$ cat src/shared/agpr_pkg.sv
// Shared constants and types for the pipelined read requester and its bridge end
package agpr_pkg;

	// Outstanding request queue
	localparam int QUEUE_DEPTH = 4;
	localparam int BYTES_W     = 12;

	// Request splitting: reads above the limit go out in fixed chunks
	localparam int SPLIT_LIMIT = 64;
	localparam int CHUNK_BYTES = 32;
	localparam int QW_SHIFT    = 3;
	localparam int QW_BYTES    = 8;

	// Enqueue field layout on the address/data lines
	localparam int ADDR_LSB = 3;
	localparam int LEN_W    = 3;
	localparam int ADDR_W   = 32;
	localparam int CMD_W    = 4;

	// Status codes that travel with the grant
	localparam logic [2:0] STATUS_START = 3'h7;
	localparam logic [2:0] STATUS_NONE  = 3'h0;

	// The only pipelined commands ever issued
	localparam logic [3:0] CMD_READ    = 4'h0;
	localparam logic [3:0] CMD_READ_HI = 4'h1;

	// Idle levels
	localparam logic [31:0] AD_IDLE  = 32'h0000_0000;
	localparam logic [3:0]  CBE_IDLE = 4'hF;

	// Requester sequencer states
	typedef enum logic [1:0] {
		DEV_IDLE = 2'b00,
		DEV_REQ  = 2'b01,
		DEV_ENQ  = 2'b10,
		DEV_PCI  = 2'b11
	} agpr_dev_state_e;

	// Arbiter states
	typedef enum logic [1:0] {
		HST_IDLE  = 2'b00,
		HST_GRANT = 2'b01,
		HST_BUSY  = 2'b10
	} agpr_hst_state_e;

endpackage : agpr_pkg

$ cat src/shared/agpr_if.sv
// Port wiring between the requester and the bridge arbiter
`timescale 1ns/100ps
interface agpr_if;

	// Bus ownership and pipeline control
	logic        bus_request_n;
	logic        bus_grant_n;
	logic [2:0]  status_code;
	logic        pipe_enqueue_n;
	logic        frame_n;
	// Requester drive of the shared lines
	logic [31:0] dev_ad_out;
	logic        dev_ad_oe;
	logic [3:0]  dev_cbe_out;
	logic        dev_cbe_oe;
	// Resolved shared lines
	logic [31:0] addr_data_bus;
	logic [3:0]  cmd_byte_enable_n;
	// One pulse per completed data reply, oldest first
	logic        reply_done;

	// Shared line levels from the only driver in this scope
	assign addr_data_bus     = dev_ad_oe ? dev_ad_out : agpr_pkg::AD_IDLE;
	assign cmd_byte_enable_n = dev_cbe_oe ? dev_cbe_out : agpr_pkg::CBE_IDLE;

	modport dev (
		output bus_request_n, pipe_enqueue_n, frame_n,
		output dev_ad_out, dev_ad_oe, dev_cbe_out, dev_cbe_oe,
		input  bus_grant_n, status_code, reply_done, addr_data_bus
	);

	modport host (
		input  bus_request_n, pipe_enqueue_n, frame_n,
		input  addr_data_bus, cmd_byte_enable_n,
		output bus_grant_n, status_code, reply_done
	);

endinterface : agpr_if

$ cat src/hw/agpr_slot_count.sv
// Counter of issued requests whose data reply has not yet completed
`timescale 1ns/100ps
module agpr_slot_count #(
	parameter int DEPTH = agpr_pkg::QUEUE_DEPTH,
	parameter int CW    = $clog2(DEPTH + 1)
) (
	// Clock and reset
	input  wire logic          clock,
	input  wire logic          sys_rst,
	// Events
	input  wire logic          issue,
	input  wire logic          done,
	// Occupancy
	output logic [CW-1:0]      count_q
);

	logic [CW-1:0] count_d;
	logic          done_ok;

	// A completion with nothing in flight is ignored
	assign done_ok = done && (count_q != '0);
	assign count_d = count_q + CW'(issue) - CW'(done_ok); // see RULE1 see RULE19

	// Occupancy register
	always_ff @(posedge clock) begin
		if (sys_rst) begin
			count_q <= '0;
		end else begin
			count_q <= count_d;
		end
	end

endmodule : agpr_slot_count

$ cat src/hw/agpr_requester.sv
// Requester end: asks for the bus and enqueues pipelined memory reads
// Behaviour
// RULE1: At most four requests outstanding, tracked.
// RULE2: Only normal and high-priority reads issued.
// RULE3: Reads above 64 bytes split into 32-byte pieces.
// RULE4: Stall risk selects high priority read.
// RULE5: Request bus before any request or transaction.
// RULE6: Arbiter grants with status start pattern.
// RULE7: Begin within two clocks after start grant.
// RULE8: One request captured per enqueue clock.
// RULE9: Address, length, command on fixed lines.
// RULE10: Last request: enqueue with request deasserted.
// RULE11: Drop enqueue clock after request seen deasserted.
// RULE12: Keep requesting while more requests and slots.
// RULE13: Arbiter drops grant after enqueue or frame.
// RULE14: PCI transactions may interleave with replies.
// RULE15: Start grant permits requests, not data.
// RULE16: Back-to-back enqueue; insert requests during replies.
// RULE17: Pipelined requests target system memory only.
// RULE18: No reserved fields, encodings or pins used.
// RULE19: Stop issuing at four; oldest reply frees.
`timescale 1ns/100ps
module agpr_requester #(
	parameter int QDEPTH  = agpr_pkg::QUEUE_DEPTH,
	parameter int BYTES_W = agpr_pkg::BYTES_W,
	parameter int CW      = $clog2(QDEPTH + 1)
) (
	// Clock and reset
	input  wire logic               clock,
	input  wire logic               sys_rst,
	// Port towards the bridge
	agpr_if.dev                     port,
	// Memory read requests from the render engine
	input  wire logic               rd_valid,
	input  wire logic [31:0]        rd_addr,
	input  wire logic [BYTES_W-1:0] rd_bytes,
	input  wire logic               rd_stall_risk,
	output logic                    rd_ready,
	// PCI transaction requests
	input  wire logic               pci_valid,
	output logic                    pci_ready,
	output logic                    pci_start,
	// Requests in flight
	output logic [CW-1:0]           outstanding
);

	// Sequencer and pin registers
	agpr_pkg::agpr_dev_state_e state_q, state_d;
	logic                      req_n_q, req_n_d;
	logic                      pipe_n_q, pipe_n_d;
	logic                      frame_n_q, frame_n_d;
	logic [31:0]               ad_q, ad_d;
	logic [3:0]                cbe_q, cbe_d;
	logic                      oe_q, oe_d;
	logic                      pci_start_q, pci_start_d;
	logic                      kind_pci_q, kind_pci_d;

	// Pending work
	logic                      job_busy_q;
	logic [31:0]               job_addr_q;
	logic [BYTES_W-1:0]        job_left_q;
	logic                      job_hi_q;
	logic                      job_split_q;
	logic                      rd_ready_q;
	logic                      pci_pend_q;
	logic                      pci_ready_q;

	// Decode of the next piece
	logic [BYTES_W-1:0]        rd_qw_bytes;
	logic [BYTES_W-1:0]        rd_len_bytes;
	logic                      rd_split;
	logic [BYTES_W-1:0]        piece_bytes;
	logic [BYTES_W-1:0]        piece_qw;
	logic [2:0]                piece_len;
	logic [3:0]                piece_cmd;
	logic [31:0]               piece_word;
	logic                      piece_final;
	logic                      slot_last;
	logic                      can_issue;
	logic                      piece_last;
	logic                      start_seen;
	logic                      rd_take;
	logic                      pci_take;
	logic                      issue;
	logic [CW-1:0]             count;

	// In-flight tracking; a completed reply frees the oldest slot
	agpr_slot_count #(
		.DEPTH   (QDEPTH),
		.CW      (CW)
	) u_slots (
		.clock   (clock),
		.sys_rst (sys_rst),
		.issue   (issue),
		.done    (port.reply_done),
		.count_q (count)
	);

	// Request acceptance; length is cut to whole quadwords, zero taken as one
	assign rd_take      = rd_valid && rd_ready_q;
	assign pci_take     = pci_valid && pci_ready_q;
	assign rd_qw_bytes  = rd_bytes & ~BYTES_W'(agpr_pkg::QW_BYTES - 1);
	assign rd_len_bytes = (rd_qw_bytes == '0) ? BYTES_W'(agpr_pkg::QW_BYTES) : rd_qw_bytes;
	assign rd_split     = rd_len_bytes > BYTES_W'(agpr_pkg::SPLIT_LIMIT); // see RULE3

	// Piece size: a long read goes out wholly as chunks, the tail never merged
	assign piece_bytes = (job_split_q && (job_left_q > BYTES_W'(agpr_pkg::CHUNK_BYTES))) ?
		BYTES_W'(agpr_pkg::CHUNK_BYTES) : job_left_q; // see RULE3
	assign piece_qw    = (piece_bytes >> agpr_pkg::QW_SHIFT) - BYTES_W'(1);
	assign piece_len   = piece_qw[agpr_pkg::LEN_W-1:0];

	// Only the two read commands exist here, both to system memory
	assign piece_cmd = job_hi_q ? agpr_pkg::CMD_READ_HI : agpr_pkg::CMD_READ; // see RULE2 see RULE4
	// Address on the upper lines, length code on the lowest three
	assign piece_word = {job_addr_q[agpr_pkg::ADDR_W-1:agpr_pkg::ADDR_LSB], piece_len}; // see RULE9

	// Last piece of this bus operation: job ends or queue fills
	assign piece_final = (job_left_q == piece_bytes);
	assign slot_last   = (count + CW'(1)) >= CW'(QDEPTH); // see RULE12
	assign piece_last  = piece_final || slot_last;
	assign can_issue   = count < CW'(QDEPTH); // see RULE19

	// Start status with grant only opens a request or transaction
	assign start_seen = !port.bus_grant_n && (port.status_code == agpr_pkg::STATUS_START); // see RULE15

	// Sequencer next state
	always_comb begin
		state_d     = state_q;
		req_n_d     = req_n_q;
		pipe_n_d    = 1'b1;
		frame_n_d   = 1'b1;
		ad_d        = agpr_pkg::AD_IDLE;
		cbe_d       = agpr_pkg::CBE_IDLE;
		oe_d        = 1'b0;
		pci_start_d = 1'b0;
		kind_pci_d  = kind_pci_q;
		issue       = 1'b0;
		case (state_q)
			agpr_pkg::DEV_IDLE: begin
				// PCI work first so it can slip in between replies
				if (pci_pend_q) begin
					kind_pci_d = 1'b1;
					req_n_d    = 1'b0; // see RULE5 see RULE14
					state_d    = agpr_pkg::DEV_REQ;
				end else if (job_busy_q && can_issue) begin
					kind_pci_d = 1'b0;
					req_n_d    = 1'b0; // see RULE5 see RULE16
					state_d    = agpr_pkg::DEV_REQ;
				end
			end
			agpr_pkg::DEV_REQ: begin
				// Act on the clock right after the start grant
				if (start_seen && kind_pci_q) begin
					frame_n_d   = 1'b0; // see RULE7
					req_n_d     = 1'b1;
					pci_start_d = 1'b1;
					state_d     = agpr_pkg::DEV_PCI;
				end else if (start_seen) begin
					issue    = 1'b1;
					pipe_n_d = 1'b0; // see RULE7 see RULE8
					ad_d     = piece_word;
					cbe_d    = piece_cmd;
					oe_d     = 1'b1;
					req_n_d  = piece_last; // see RULE10
					state_d  = agpr_pkg::DEV_ENQ;
				end
			end
			agpr_pkg::DEV_ENQ: begin
				if (req_n_q) begin
					// Request was seen deasserted: enqueue ends now
					state_d = agpr_pkg::DEV_IDLE; // see RULE11
				end else begin
					// Back-to-back enqueue of the next piece
					issue    = 1'b1;
					pipe_n_d = 1'b0; // see RULE12 see RULE16
					ad_d     = piece_word;
					cbe_d    = piece_cmd;
					oe_d     = 1'b1;
					req_n_d  = piece_last; // see RULE10
				end
			end
			agpr_pkg::DEV_PCI: begin
				// Single-clock address phase, then the bus is released
				state_d = agpr_pkg::DEV_IDLE;
			end
			default: begin
				state_d = agpr_pkg::DEV_IDLE;
				req_n_d = 1'b1;
			end
		endcase
	end

	// Sequencer and pin registers
	always_ff @(posedge clock) begin
		if (sys_rst) begin
			state_q     <= agpr_pkg::DEV_IDLE;
			req_n_q     <= 1'b1;
			pipe_n_q    <= 1'b1;
			frame_n_q   <= 1'b1;
			ad_q        <= agpr_pkg::AD_IDLE;
			cbe_q       <= agpr_pkg::CBE_IDLE;
			oe_q        <= 1'b0;
			pci_start_q <= 1'b0;
			kind_pci_q  <= 1'b0;
		end else begin
			state_q     <= state_d;
			req_n_q     <= req_n_d;
			pipe_n_q    <= pipe_n_d;
			frame_n_q   <= frame_n_d;
			ad_q        <= ad_d;
			cbe_q       <= cbe_d;
			oe_q        <= oe_d;
			pci_start_q <= pci_start_d;
			kind_pci_q  <= kind_pci_d;
		end
	end

	// Read job: loaded when idle, walked forward one piece per issue
	always_ff @(posedge clock) begin
		if (sys_rst) begin
			job_busy_q <= 1'b0;
			job_addr_q <= agpr_pkg::AD_IDLE;
			job_left_q <= '0;
			job_hi_q   <= 1'b0;
			job_split_q <= 1'b0;
			rd_ready_q <= 1'b0;
		end else if (rd_take) begin
			job_busy_q <= 1'b1;
			job_split_q <= rd_split; // see RULE3
			job_addr_q <= rd_addr;
			job_left_q <= rd_len_bytes;
			job_hi_q   <= rd_stall_risk; // see RULE4
			rd_ready_q <= 1'b0;
		end else if (issue) begin
			job_addr_q <= job_addr_q + 32'(piece_bytes); // see RULE3
			job_left_q <= job_left_q - piece_bytes;
			job_busy_q <= !piece_final;
			rd_ready_q <= piece_final;
		end else begin
			rd_ready_q <= !job_busy_q;
		end
	end

	// PCI request hand-off: one pending at a time
	always_ff @(posedge clock) begin
		if (sys_rst) begin
			pci_pend_q  <= 1'b0;
			pci_ready_q <= 1'b0;
		end else if (pci_take) begin
			pci_pend_q  <= 1'b1;
			pci_ready_q <= 1'b0;
		end else if (pci_start_d) begin
			pci_pend_q  <= 1'b0;
		end else begin
			pci_ready_q <= !pci_pend_q;
		end
	end

	// Pins; lines carry only defined fields and read commands
	assign port.bus_request_n  = req_n_q;
	assign port.pipe_enqueue_n = pipe_n_q;
	assign port.frame_n        = frame_n_q;
	assign port.dev_ad_out     = ad_q;
	assign port.dev_ad_oe      = oe_q; // see RULE18
	assign port.dev_cbe_out    = cbe_q;
	assign port.dev_cbe_oe     = oe_q; // see RULE17

	// User-side status
	assign rd_ready    = rd_ready_q;
	assign pci_ready   = pci_ready_q;
	assign pci_start   = pci_start_q;
	assign outstanding = count; // see RULE1

endmodule : agpr_requester

$ cat src/flat_wrapper.sv
// flat-port wrapper written by rule: the top's interface ports become plain ports
module agpr_requester_flat 
#(
	parameter int QDEPTH  = agpr_pkg::QUEUE_DEPTH,
	parameter int BYTES_W = agpr_pkg::BYTES_W,
	parameter int CW      = $clog2(QDEPTH + 1)
)
  (clock, sys_rst, rd_valid, rd_addr, rd_bytes, rd_stall_risk, rd_ready, pci_valid, pci_ready, pci_start, outstanding, port_bus_request_n, port_pipe_enqueue_n, port_frame_n, port_dev_ad_out, port_dev_ad_oe, port_dev_cbe_out, port_dev_cbe_oe, port_bus_grant_n, port_status_code, port_reply_done);
  agpr_if port_i ();
  input  wire logic clock;
  input  wire logic sys_rst;
  input  wire logic rd_valid;
  input  wire logic [31:0] rd_addr;
  input  wire logic [BYTES_W-1:0] rd_bytes;
  input  wire logic rd_stall_risk;
  output logic rd_ready;
  input  wire logic pci_valid;
  output logic pci_ready;
  output logic pci_start;
  output logic [CW-1:0] outstanding;
  output wire logic [$bits(port_i.bus_request_n)-1:0] port_bus_request_n;
  output wire logic [$bits(port_i.pipe_enqueue_n)-1:0] port_pipe_enqueue_n;
  output wire logic [$bits(port_i.frame_n)-1:0] port_frame_n;
  output wire logic [$bits(port_i.dev_ad_out)-1:0] port_dev_ad_out;
  output wire logic [$bits(port_i.dev_ad_oe)-1:0] port_dev_ad_oe;
  output wire logic [$bits(port_i.dev_cbe_out)-1:0] port_dev_cbe_out;
  output wire logic [$bits(port_i.dev_cbe_oe)-1:0] port_dev_cbe_oe;
  input wire logic [$bits(port_i.bus_grant_n)-1:0] port_bus_grant_n;
  input wire logic [$bits(port_i.status_code)-1:0] port_status_code;
  input wire logic [$bits(port_i.reply_done)-1:0] port_reply_done;
  assign port_bus_request_n = port_i.bus_request_n;
  assign port_pipe_enqueue_n = port_i.pipe_enqueue_n;
  assign port_frame_n = port_i.frame_n;
  assign port_dev_ad_out = port_i.dev_ad_out;
  assign port_dev_ad_oe = port_i.dev_ad_oe;
  assign port_dev_cbe_out = port_i.dev_cbe_out;
  assign port_dev_cbe_oe = port_i.dev_cbe_oe;
  assign port_i.bus_grant_n = port_bus_grant_n;
  assign port_i.status_code = port_status_code;
  assign port_i.reply_done = port_reply_done;
  agpr_requester #(.QDEPTH(QDEPTH), .BYTES_W(BYTES_W), .CW(CW)) u_core (.clock(clock), .sys_rst(sys_rst), .port(port_i), .rd_valid(rd_valid), .rd_addr(rd_addr), .rd_bytes(rd_bytes), .rd_stall_risk(rd_stall_risk), .rd_ready(rd_ready), .pci_valid(pci_valid), .pci_ready(pci_ready), .pci_start(pci_start), .outstanding(outstanding));
endmodule
$ cat config.mk
export PLATFORM = sky130hd
export DESIGN_NAME = agpr_requester_flat
export DESIGN_NICKNAME = d
export VERILOG_FILES = /design/src/shared/agpr_pkg.sv /design/src/shared/agpr_if.sv /design/src/hw/agpr_slot_count.sv /design/src/hw/agpr_requester.sv /design/src/flat_wrapper.sv
export SDC_FILE = /design/constraint.sdc
export NUM_CORES = 1
export LEC_CHECK = 0
export BUFFER_PORTS_ARGS = -buffer_cell sky130_fd_sc_hd__buf_2
export CORE_MARGIN = 5
export CORE_UTILIZATION = 40
export DETAILED_ROUTE_END_ITERATION = 7
export GPL_TIMING_DRIVEN = 0
export PLACE_DENSITY = 0.71
export SKIP_LAST_GASP = 1
export SYNTH_ARGS = -nofsm -noshare
export SYNTH_HDL_FRONTEND = slang
export SYNTH_SLANG_ARGS = --single-unit
$ cat constraint.sdc
create_clock -name clock -period 11.1 [get_ports clock]
set_clock_uncertainty 0.05 [all_clocks]
set_input_delay 2.22 -clock clock [delete_from_list [all_inputs] [get_ports clock]]
set_output_delay 2.22 -clock clock [all_outputs]
set_load 0.005 [all_outputs]
==> flow_metrics.py, run 1 <==
metrics = {
    "global_routing": {
        "grtUsageTotal": 0.210,
        "grt_overflow": 0,
        "grt_first_pass_wirelength_um": 24300,
        "grt_max_degree": 17,
        "grt_pass1_vias": 4712,
        "antenna_found_initial": 0,
    },
    "power_and_ir_drop": {
        "clkPwrFrac": 0.352,
        "pwr-share-seq": 0.435,
        "p_int_mw": 0.622,
        "pwr-share-comb": 0.212,
        "total_power_mw": 0.894,
        "power-per-cell-area_nw_per_um2": 153,
        "leakage_nw": 2.56,
        "switching_share": 0.305,
        "power.ir.vdd_worst_uv": 93.2,
        "p_switching_mw": 0.272,
    },
    "run": {
        "cap_violations": 0,
    },
    "route": {
        "via_per_inst": 5.82,
        "routedWlPerCell_um": 18.2,
        "num_vias": 4903,
        "first_pass_iters": 5,
        "drt_iter0_markers": 539,
        "drc": 0,
        "wl_um": 15300,
        "ant_nets": 0,
    },
    "cts": {
        "cts_buffer_depth": 2,
        "holdBufCountCts": 0,
        "worstSkewPairLatency_ns": 0.35,
        "clock-root-buffer": "clkbuf_16",
        "cts_tree": "done",
        "numCtsBuffers": 9,
        "post_cts.repair.setup_buffers": 0,
        "clkSlewWorstSetupHoldPaths_ns": 0.07,
        "cts_resized": 0,
        "cts.sinks": 94,
        "h-tree-depth": 3,
    },
    "setup_path": {
        "cp_max_fo": 10,
        "critPathKind": "input pin to flop",
        "cp-end-kind": "flop",
        "critical_path.startpoint_type": "input pin",
        "arrival_ns": 5.40,
        "required_ns": 11.27,
    },
    "die": {
        "fp.dieW_um": 120,
        "pin_count": 101,
        "rows": 40,
        "dieArea_um2": 14500,
        "start_util": 0.408,
        "core_area_um2": 12000,
        "die_h_um": 120,
    },
    "logic_synthesis": {
        "ys_warn_count": 0,
        "ys_types": 70,
        "syn-mean-instance-area_um2": 8.38,
        "synthArstFlopShare": 0,
        "netlist_area_um2": 4880,
        "synthesis.nets": 657,
        "synth_edf_count": 0,
        "synth_ff_type": "dfxtp_1",
        "synth_seq_area_share": 0.386,
        "syn_inst": 582,
        "ys_seq_elements": 94,
    },
    "timing": {
        "relSlewSlack": 0.504,
        "worst_pin_slew_ns": 0.741,
        "maxSlewViolCount": 0,
        "fmax_mhz": 191,
        "timing.final.crit_share": 0.471,
        "hold_viol_final": 0,
        "setup_ws_ns": 5.87,
        "period_needed_ns": 5.23,
        "grt_setup_unrepaired": "no",
        "tns_ns": 0,
        "setup_violations": 0,
    },
    "cells_and_area": {
        "nFillCells": 1211,
        "final_cell_mix": "buf_2 (98), dfxtp_1 (94), nand2_1 (57)",
        "final_nets": 765,
        "num_antenna_cells": 0,
        "syn2layout_area_growth_pct": 19.8,
        "register_area_um2": 1880,
        "drive_gt1_frac": 0.181,
        "layout_commonest_cell": "buf_2",
        "multiInputGateArea_um2": 2780,
    },
    "hold_path": {
        "hold_path.class": "flop to flop",
    },
    "placed_design": {
        "port_buffers": 97,
        "dp_slack_ns": 5.48,
        "dp_hpwl_um": 11400,
        "place.gp.congestion": 0.910,
    },
    "status": {
        "run_status": "finished clean",
    },
}
[power groups by stage]
| stage | combinational, mW | sequential [mW] | clock (mW) |
|---|---|---|---|
| global route | 0.214 | 0.393 | 0.331 |
| finish | 0.190 | 0.389 | 0.315 |
| detailed placement | 0.188 | 0.396 | 0 |
| global placement | 0.182 | 0.395 | 0 |
| CTS | 0.189 | 0.389 | 0.316 |
| floorplan | 0.129 | 0.391 | 0 |
[layout make-up]
cell class / instances / area share
flip-flops and latches: 94 / 0.322
plain buffers: 39 / 0.0291
well taps: 147 / 0.0315
clock inverters: 6 / 0.0118
multi-input cells: 435 / 0.475
repair buffers: 97 / 0.0830
inverters: 14 / 0.00899
clock buffers: 10 / 0.0392
[Yosys cell counts, types with 8 or more instances]
master / number / area [um2]
nand4_1: 8 / 50.1
xor2_1: 13 / 114
nor2_1: 52 / 195
or3_1: 9 / 56.3
a211oi_1: 18 / 135
nand3_1: 16 / 80.1
clkbuf_1: 32 / 120
dfxtp_1: 94 / 1880
ha_1: 19 / 238
nor3_1: 15 / 75.1
o21ai_0: 28 / 140
nand2_1: 57 / 214
inv_1: 13 / 48.8
a21oi_1: 37 / 185
nor2b_1: 11 / 68.8
and3_1: 38 / 238
[metal layers]
layer	part of all wire	vias to the layer above	GRT usage
li1	-	2355	-
met1	0.42	2271	0.269
met2	0.47	243	0.353
met3	0.078	34	0.0295
met4	0.028	0	0.0914
met5	0	-	0
[cells by family (layout without fill, tap and decap cells)]
logic type	after synthesis	count (layout)	share of synthesized area
adder cells (fa/ha/maj)	23	23	0.0613
XOR/XNOR	20	20	0.0359
AO/OA/AOI/OAI	153	153	0.221
AND/OR/NAND/NOR	236	236	0.245
multiplexers	2	2	0.00436
flip-flops	94	94	0.386
buffers and inverters	53	166	0.0456
other	1	1	0.000768
[through the flow]
stage	area (um2)	hold WS, ns	std cells	util
3_5_place_dp	5550	0.408	826	0.464
2_1_floorplan	4880	0.383	582	-
3_3_place_gp	5550	0.392	826	0.464
4_1_cts	5850	0.422	842	0.489
6_report	5850	0.426	842	0.489
5_1_grt	5850	0.435	842	0.489
[path summary, 6_finish.rpt]
| path | start | endpoint | slack (ns) | cells after the start |
|---|---|---|---|---|
| worst max register to register | u_core.job_left_q[5] | u_core.job_addr_q[24] | 6.55 | 14 |
| worst min-delay path | u_core.job_hi_q | u_core.job_hi_q | 0.43 | 2 |
| worst min register to register | u_core.job_hi_q | u_core.job_hi_q | 0.43 | 2 |
| worst max-delay path | port_bus_grant_n | u_core.u_slots.count_q[2] | 5.87 | 14 |
[worst max-delay path, stage by stage]
cell and delay (ns):
buf_2 0.10, nand4b_1 0.23, o31ai_1 0.39, clkinv_1 0.35, clkbuf_1 0.37, clkbuf_1 0.40, ha_1 0.39, inv_1 0.06
ha_1 0.13, inv_1 0.05, fa_1 0.37, xor2_1 0.16, xnor2_1 0.13, nor2_1 0.06
[state kept, by name (all words and copies together) (netlist names)]
register and flops:
u_core.job_left_q 12, u_core.pci_ready 1, u_core.u_slots.count_q 3, u_core.port.dev_ad_oe 1
u_core.pci_pend_q 1, u_core.port.pipe_enqueue_n 1, u_core.rd_ready 1, u_core.state_q 2
u_core.job_split_q 1, u_core.port.bus_request_n 1, u_core.job_hi_q 1, u_core.job_busy_q 1
u_core.pci_start 1, u_core.port.frame_n 1, u_core.port.dev_cbe_out 1, u_core.job_addr_q 32
u_core.kind_pci_q 1, u_core.port.dev_ad_out 32
Power figures use the tool's default switching activity.
==> inputs of run 2 (changes only) <==
--- a/config.mk
+++ b/config.mk
@@ -10,7 +10,7 @@
 export CORE_UTILIZATION = 40
 export DETAILED_ROUTE_END_ITERATION = 7
 export GPL_TIMING_DRIVEN = 0
-export PLACE_DENSITY = 0.71
+export PLACE_DENSITY = 0.74
 export SKIP_LAST_GASP = 1
 export SYNTH_ARGS = -nofsm -noshare
 export SYNTH_HDL_FRONTEND = slang
==> constraint.sdc (replaced) <==
create_clock -name clock -period 4.7 [get_ports clock]
set_clock_uncertainty 0.05 [all_clocks]
set_input_delay 0.94 -clock clock [delete_from_list [all_inputs] [get_ports clock]]
set_output_delay 0.94 -clock clock [all_outputs]
set_load 0.005 [all_outputs]
==> run 2 against run 1 <==
  * Sequential share of layout area increased by 0.097 points
  * Final cell count unchanged
  * Core utilization decreased by 0.15 points
  * Via count decreased by 1.1%
  * Setup slack got worse by 5.5 ns
  * Design area decreased by 0.30%
  * Combinational power increased by 140%
==> flow_metrics.py, run 2 (same netlist as run 1, synthesis figures left out) <==
metrics = {
    "route": {
        "wl_um": 15500,
        "routedWlPerCell_um": 18.4,
        "drt_iter0_markers": 505,
        "drc": 0,
        "first_pass_iters": 7,
        "ant_nets": 0,
        "via_per_inst": 5.76,
        "num_vias": 4848,
    },
    "global_routing": {
        "grt_max_degree": 16,
        "grt_overflow": 0,
        "antenna_found_initial": 0,
        "grt_first_pass_wirelength_um": 24300,
        "grt_pass1_vias": 4653,
        "grtUsageTotal": 0.211,
    },
    "die": {
        "pin_count": 101,
        "rows": 40,
        "core_area_um2": 12000,
        "dieArea_um2": 14500,
        "fp.dieW_um": 120,
        "start_util": 0.408,
        "die_h_um": 120,
    },
    "timing": {
        "worst_pin_slew_ns": 0.697,
        "whs_ns": 0.411,
        "period_needed_ns": 4.28,
        "hold_viol_final": 0,
        "grt_setup_unrepaired": "no",
        "maxSlewViolCount": 0,
        "relSlewSlack": 0.532,
        "fmax_mhz": 233,
        "timing.final.crit_share": 0.911,
        "tns_ns": 0,
        "setup_violations": 0,
    },
    "cts": {
        "worstSkewPairLatency_ns": 0.35,
        "clkSlewWorstSetupHoldPaths_ns": 0.07,
        "cts_buffer_depth": 2,
        "clock-root-buffer": "clkbuf_16",
        "h-tree-depth": 3,
        "cts_resized": 0,
        "cts.sinks": 94,
        "post_cts.repair.setup_buffers": 0,
        "numCtsBuffers": 9,
        "holdBufCountCts": 0,
        "cts_tree": "done",
    },
    "setup_path": {
        "reg2reg_depth": 13,
        "critPathSlowestCell": "or4_1",
        "path_depth": 13,
        "max_stage_delay_ns": 0.62,
        "cp-end-kind": "flop",
        "crit_buf_inv": 1,
        "arrival_ns": 4.49,
        "cp_max_fo": 10,
        "regToRegStartpoint": "u_core.job_left_q[1]",
        "critPathTopFamily": "compound AO/OA/AOI/OAI gates",
        "endpoint": "u_core.job_addr_q[11]",
        "required_ns": 4.91,
        "worstPathCellList": "or4_1, o21ai_0, a21oi_2, clkbuf_2, nor2b_1, ha_1, a211o_1, a21oi_1, maj3_2, o21ai_2, a31oi_1, mux2_2, a211oi_1",
        "rrSetupSlack_ns": 0.42,
        "reg2reg_to": "u_core.job_addr_q[11]",
        "critical_path.startpoint_type": "flop",
        "critPathKind": "flop to flop",
        "crit_path_start": "u_core.job_left_q[1]",
    },
    "cells_and_area": {
        "layout_commonest_cell": "buf_2",
        "drive_gt1_frac": 0.184,
        "final_cell_mix": "buf_2 (98), dfxtp_1 (94), nand2_1 (57)",
        "postLayoutCellArea_um2": 5830,
        "syn2layout_area_growth_pct": 19.5,
        "final_nets": 765,
        "num_antenna_cells": 0,
    },
    "power_and_ir_drop": {
        "total_power_mw": 2.05,
        "leakage_nw": 2.55,
        "power-per-cell-area_nw_per_um2": 352,
        "power.ir.vdd_worst_uv": 196,
    },
    "hold_path": {
        "hold_path.class": "flop to flop",
    },
    "placed_design": {
        "port_buffers": 97,
        "placedInstanceArea_um2": 5550,
        "dp_hpwl_um": 11500,
        "place.gp.congestion": 0.942,
    },
    "status": {
        "run_status": "finished clean",
    },
    "run": {
        "cap_violations": 0,
    },
}
## run 2: how the worst min path moves through the flow
stage                         start              end  slack, ns  cells after the start
floorplan           u_core.job_hi_q  u_core.job_hi_q       0.38                      2
global placement    u_core.job_hi_q  u_core.job_hi_q       0.39                      2
detailed placement  u_core.job_hi_q  u_core.job_hi_q       0.40                      2
CTS                 u_core.job_hi_q  u_core.job_hi_q       0.41                      2
global route        u_core.job_hi_q  u_core.job_hi_q       0.42                      2
finish              u_core.job_hi_q  u_core.job_hi_q       0.41                      2
## run 2: power breakdown
group	internal (mW)	leakage (nW)	switching, mW
clock network	0.359	0.122	0.320
logic	0.197	1.66	0.254
registers	0.856	0.766	0.0650
total	1.41	2.55	0.639
## run 2: stage by stage
step / util / worst slack (ns) / cells
finish: 0.487 / 0.417 / 842
global route: 0.487 / 0.119 / 842
CTS: 0.486 / 0.140 / 842
detailed placement: 0.464 / 0.180 / 826
global placement: 0.464 / 0.269 / 826
floorplan: - / 1.05 / 582
## run 2: tightest hold or removal path, cell delays in order, from the launching register on
cell     delay, ns
dfxtp_1       0.31
nand2_1       0.05
a21oi_1       0.05
## run 2: metal layers
layer  vias up  share of wire  GRT usage
li1       2363              -          -
met1      2235           0.43      0.266
met2       211           0.46      0.350
met3        39          0.075     0.0332
met4         0          0.038      0.108
met5         -              0          0
## run 2: final cells by class
class	count	area, um2
clock inverter	5	36.3
sequential	94	1880
tap	147	184
buffer	39	171
inverter	14	52.6
clock buffer	11	233
fill	1190	6130
multi-input combinational	435	2790
timing repair buffer	97	485
==> inputs of run 3 (changes only) <==
==> constraint.sdc (replaced) <==
create_clock -name clock -period 3.9 [get_ports clock]
set_clock_uncertainty 0.05 [all_clocks]
set_input_delay 0.78 -clock clock [delete_from_list [all_inputs] [get_ports clock]]
set_output_delay 0.78 -clock clock [all_outputs]
set_load 0.005 [all_outputs]
==> run 3 against run 2 <==
  * Critical path depth up 1
  * Routed wire length up 1.6%
  * Non-clock buffer count up 4
  * Global-route usage up 0.14 points
  * Setup slack worse by 0.35 ns
  * Die area unchanged
  * Via count up 1.2%
  * Clock-buffer cell count unchanged
  * Highest routed layer unchanged
  * Sequential cell count unchanged
  * Power up 22%
==> flow_metrics.py, run 3 (same netlist as run 1, synthesis figures left out) <==
metrics = {
    "global_routing": {
        "grtUsageTotal": 0.213,
        "grt_max_degree": 16,
        "grt_overflow": 0,
        "antenna_found_initial": 0,
        "grt_first_pass_wirelength_um": 24500,
        "grt_pass1_vias": 4683,
    },
    "hold_path": {
        "min_to": "u_core.job_hi_q",
        "hold_path.class": "flop to flop",
        "hold_depth": 2,
        "hold_start": "u_core.job_hi_q",
    },
    "timing": {
        "setup_violations": 0,
        "period_needed_ns": 3.83,
        "timing.final.crit_share": 0.982,
        "setup_ws_ns": 0.0691,
        "hold_viol_final": 0,
        "grt_setup_unrepaired": "yes",
        "maxSlewViolCount": 0,
        "worst_pin_slew_ns": 0.724,
        "relSlewSlack": 0.518,
        "tns_ns": 0,
        "fmax_mhz": 261,
    },
    "cts": {
        "worstSkewPairLatency_ns": 0.35,
        "h-tree-depth": 3,
        "cts.sinks": 94,
        "numCtsBuffers": 9,
        "cts_tree": "done",
        "clock-root-buffer": "clkbuf_16",
        "clkSlewWorstSetupHoldPaths_ns": 0.07,
        "cts_buffer_depth": 2,
        "holdBufCountCts": 0,
    },
    "setup_path": {
        "reg2reg_to": "u_core.job_addr_q[15]",
        "arrival_ns": 4.04,
        "cp-end-kind": "flop",
        "critPathKind": "flop to flop",
        "cp_max_fo": 10,
        "reg2reg_depth": 14,
        "critical_path.startpoint_type": "flop",
        "required_ns": 4.11,
        "rrSetupSlack_ns": 0.07,
        "regToRegStartpoint": "u_core.job_left_q[9]",
    },
    "cells_and_area": {
        "num_antenna_cells": 0,
        "final_cell_mix": "buf_2 (97), dfxtp_1 (91), nand2_1 (55)",
        "drive_gt1_frac": 0.217,
        "layout_commonest_cell": "buf_2",
        "fin_util": 0.500,
        "syn2layout_area_growth_pct": 22.6,
        "final_nets": 769,
    },
    "die": {
        "die_h_um": 120,
        "dieArea_um2": 14500,
        "core_area_um2": 12000,
        "fp.dieW_um": 120,
        "pin_count": 101,
        "start_util": 0.408,
        "rows": 40,
    },
    "power_and_ir_drop": {
        "pwr-share-comb": 0.226,
        "leakage_nw": 2.59,
        "total_power_mw": 2.50,
        "pwr-share-seq": 0.446,
        "power-per-cell-area_nw_per_um2": 418,
        "clkPwrFrac": 0.328,
        "p_switching_mw": 0.783,
        "p_int_mw": 1.72,
        "switching_share": 0.313,
        "power.ir.vdd_worst_uv": 236,
    },
    "run": {
        "cap_violations": 0,
    },
    "placed_design": {
        "place.gp.congestion": 0.942,
        "dp_slack_ns": -0.620,
        "port_buffers": 97,
        "dp_hpwl_um": 11500,
    },
    "route": {
        "num_vias": 4907,
        "wl_um": 15800,
        "drt_iter0_markers": 455,
        "ant_nets": 0,
        "drc": 0,
        "first_pass_iters": 7,
        "via_per_inst": 5.80,
        "routedWlPerCell_um": 18.7,
    },
    "status": {
        "run_status": "finished clean",
    },
}
==> run 3: worst max-delay path by stage <==
stage | from | endpoint | slack (ns)
global route | u_core.job_left_q[9] | u_core.job_addr_q[16] | -0.07
global placement | u_core.job_left_q[8] | u_core.job_addr_q[11] | -0.53
CTS | u_core.job_left_q[1] | u_core.job_addr_q[11] | -0.02
floorplan | u_core.job_left_q[8] | u_core.job_addr_q[11] | 0.25
finish | u_core.job_left_q[9] | u_core.job_addr_q[15] | 0.07
detailed placement | u_core.job_left_q[8] | u_core.job_addr_q[11] | -0.62
==> run 3: layout make-up <==
class                           count  area (um2)
Buffer                             38         174
Clock buffer                       11         233
Clock inverter                      5        36.3
Fill cell                        1173        5980
Inverter                           14        52.6
Multi-Input combinational cell    435        2880
Sequential cell                    94        1890
Tap cell                          147         184
Timing Repair Buffer              102         536
==> run 3: stage by stage <==
stage,instance area [um2],std cells,hold WS (ns)
after floorplan,4880,582,0.383
after global placement,5550,826,0.391
after detailed placement,5550,826,0.397
after CTS,5860,842,0.406
after global routing,5980,846,0.418
final,5980,846,0.412
==> run 3: timing repair <==
item                                   in CTS  in global routing
endpoints found under the hold margin       0                  0
resized for setup                          10                 24
pin swaps                                   1                  6
setup buffers                               1                  4
setup endpoints to repair                  27                 22
==> run 3: power groups by stage <==
stage / clock [mW] / sequential (mW) / combinational, mW
floorplan: 0 / 1.11 / 0.367
global placement: 0 / 1.12 / 0.518
detailed placement: 0 / 1.13 / 0.535
CTS: 0.825 / 1.11 / 0.545
global route: 0.861 / 1.13 / 0.625
finish: 0.820 / 1.12 / 0.565
==> run 3: critical path, cell delays in order (launching register included) <==
cell,delay (ns)
dfxtp_1,0.38
or3_4,0.42
nor4_4,0.39
a21oi_4,0.14
buf_4,0.22
nor2b_2,0.19
ha_4,0.19
and3_1,0.26
and3_1,0.30
nand2_1,0.16
o32ai_4,0.33
buf_12,0.17
nand2_1,0.08
xor2_1,0.19
a211oi_1,0.26
==> run 3: routing by layer <==
layer,track usage,vias to the layer above,share of wire
li1,-,2364,-
met1,0.268,2283,0.43
met2,0.350,218,0.46
met3,0.0299,42,0.072
met4,0.118,0,0.040
met5,0,-,0
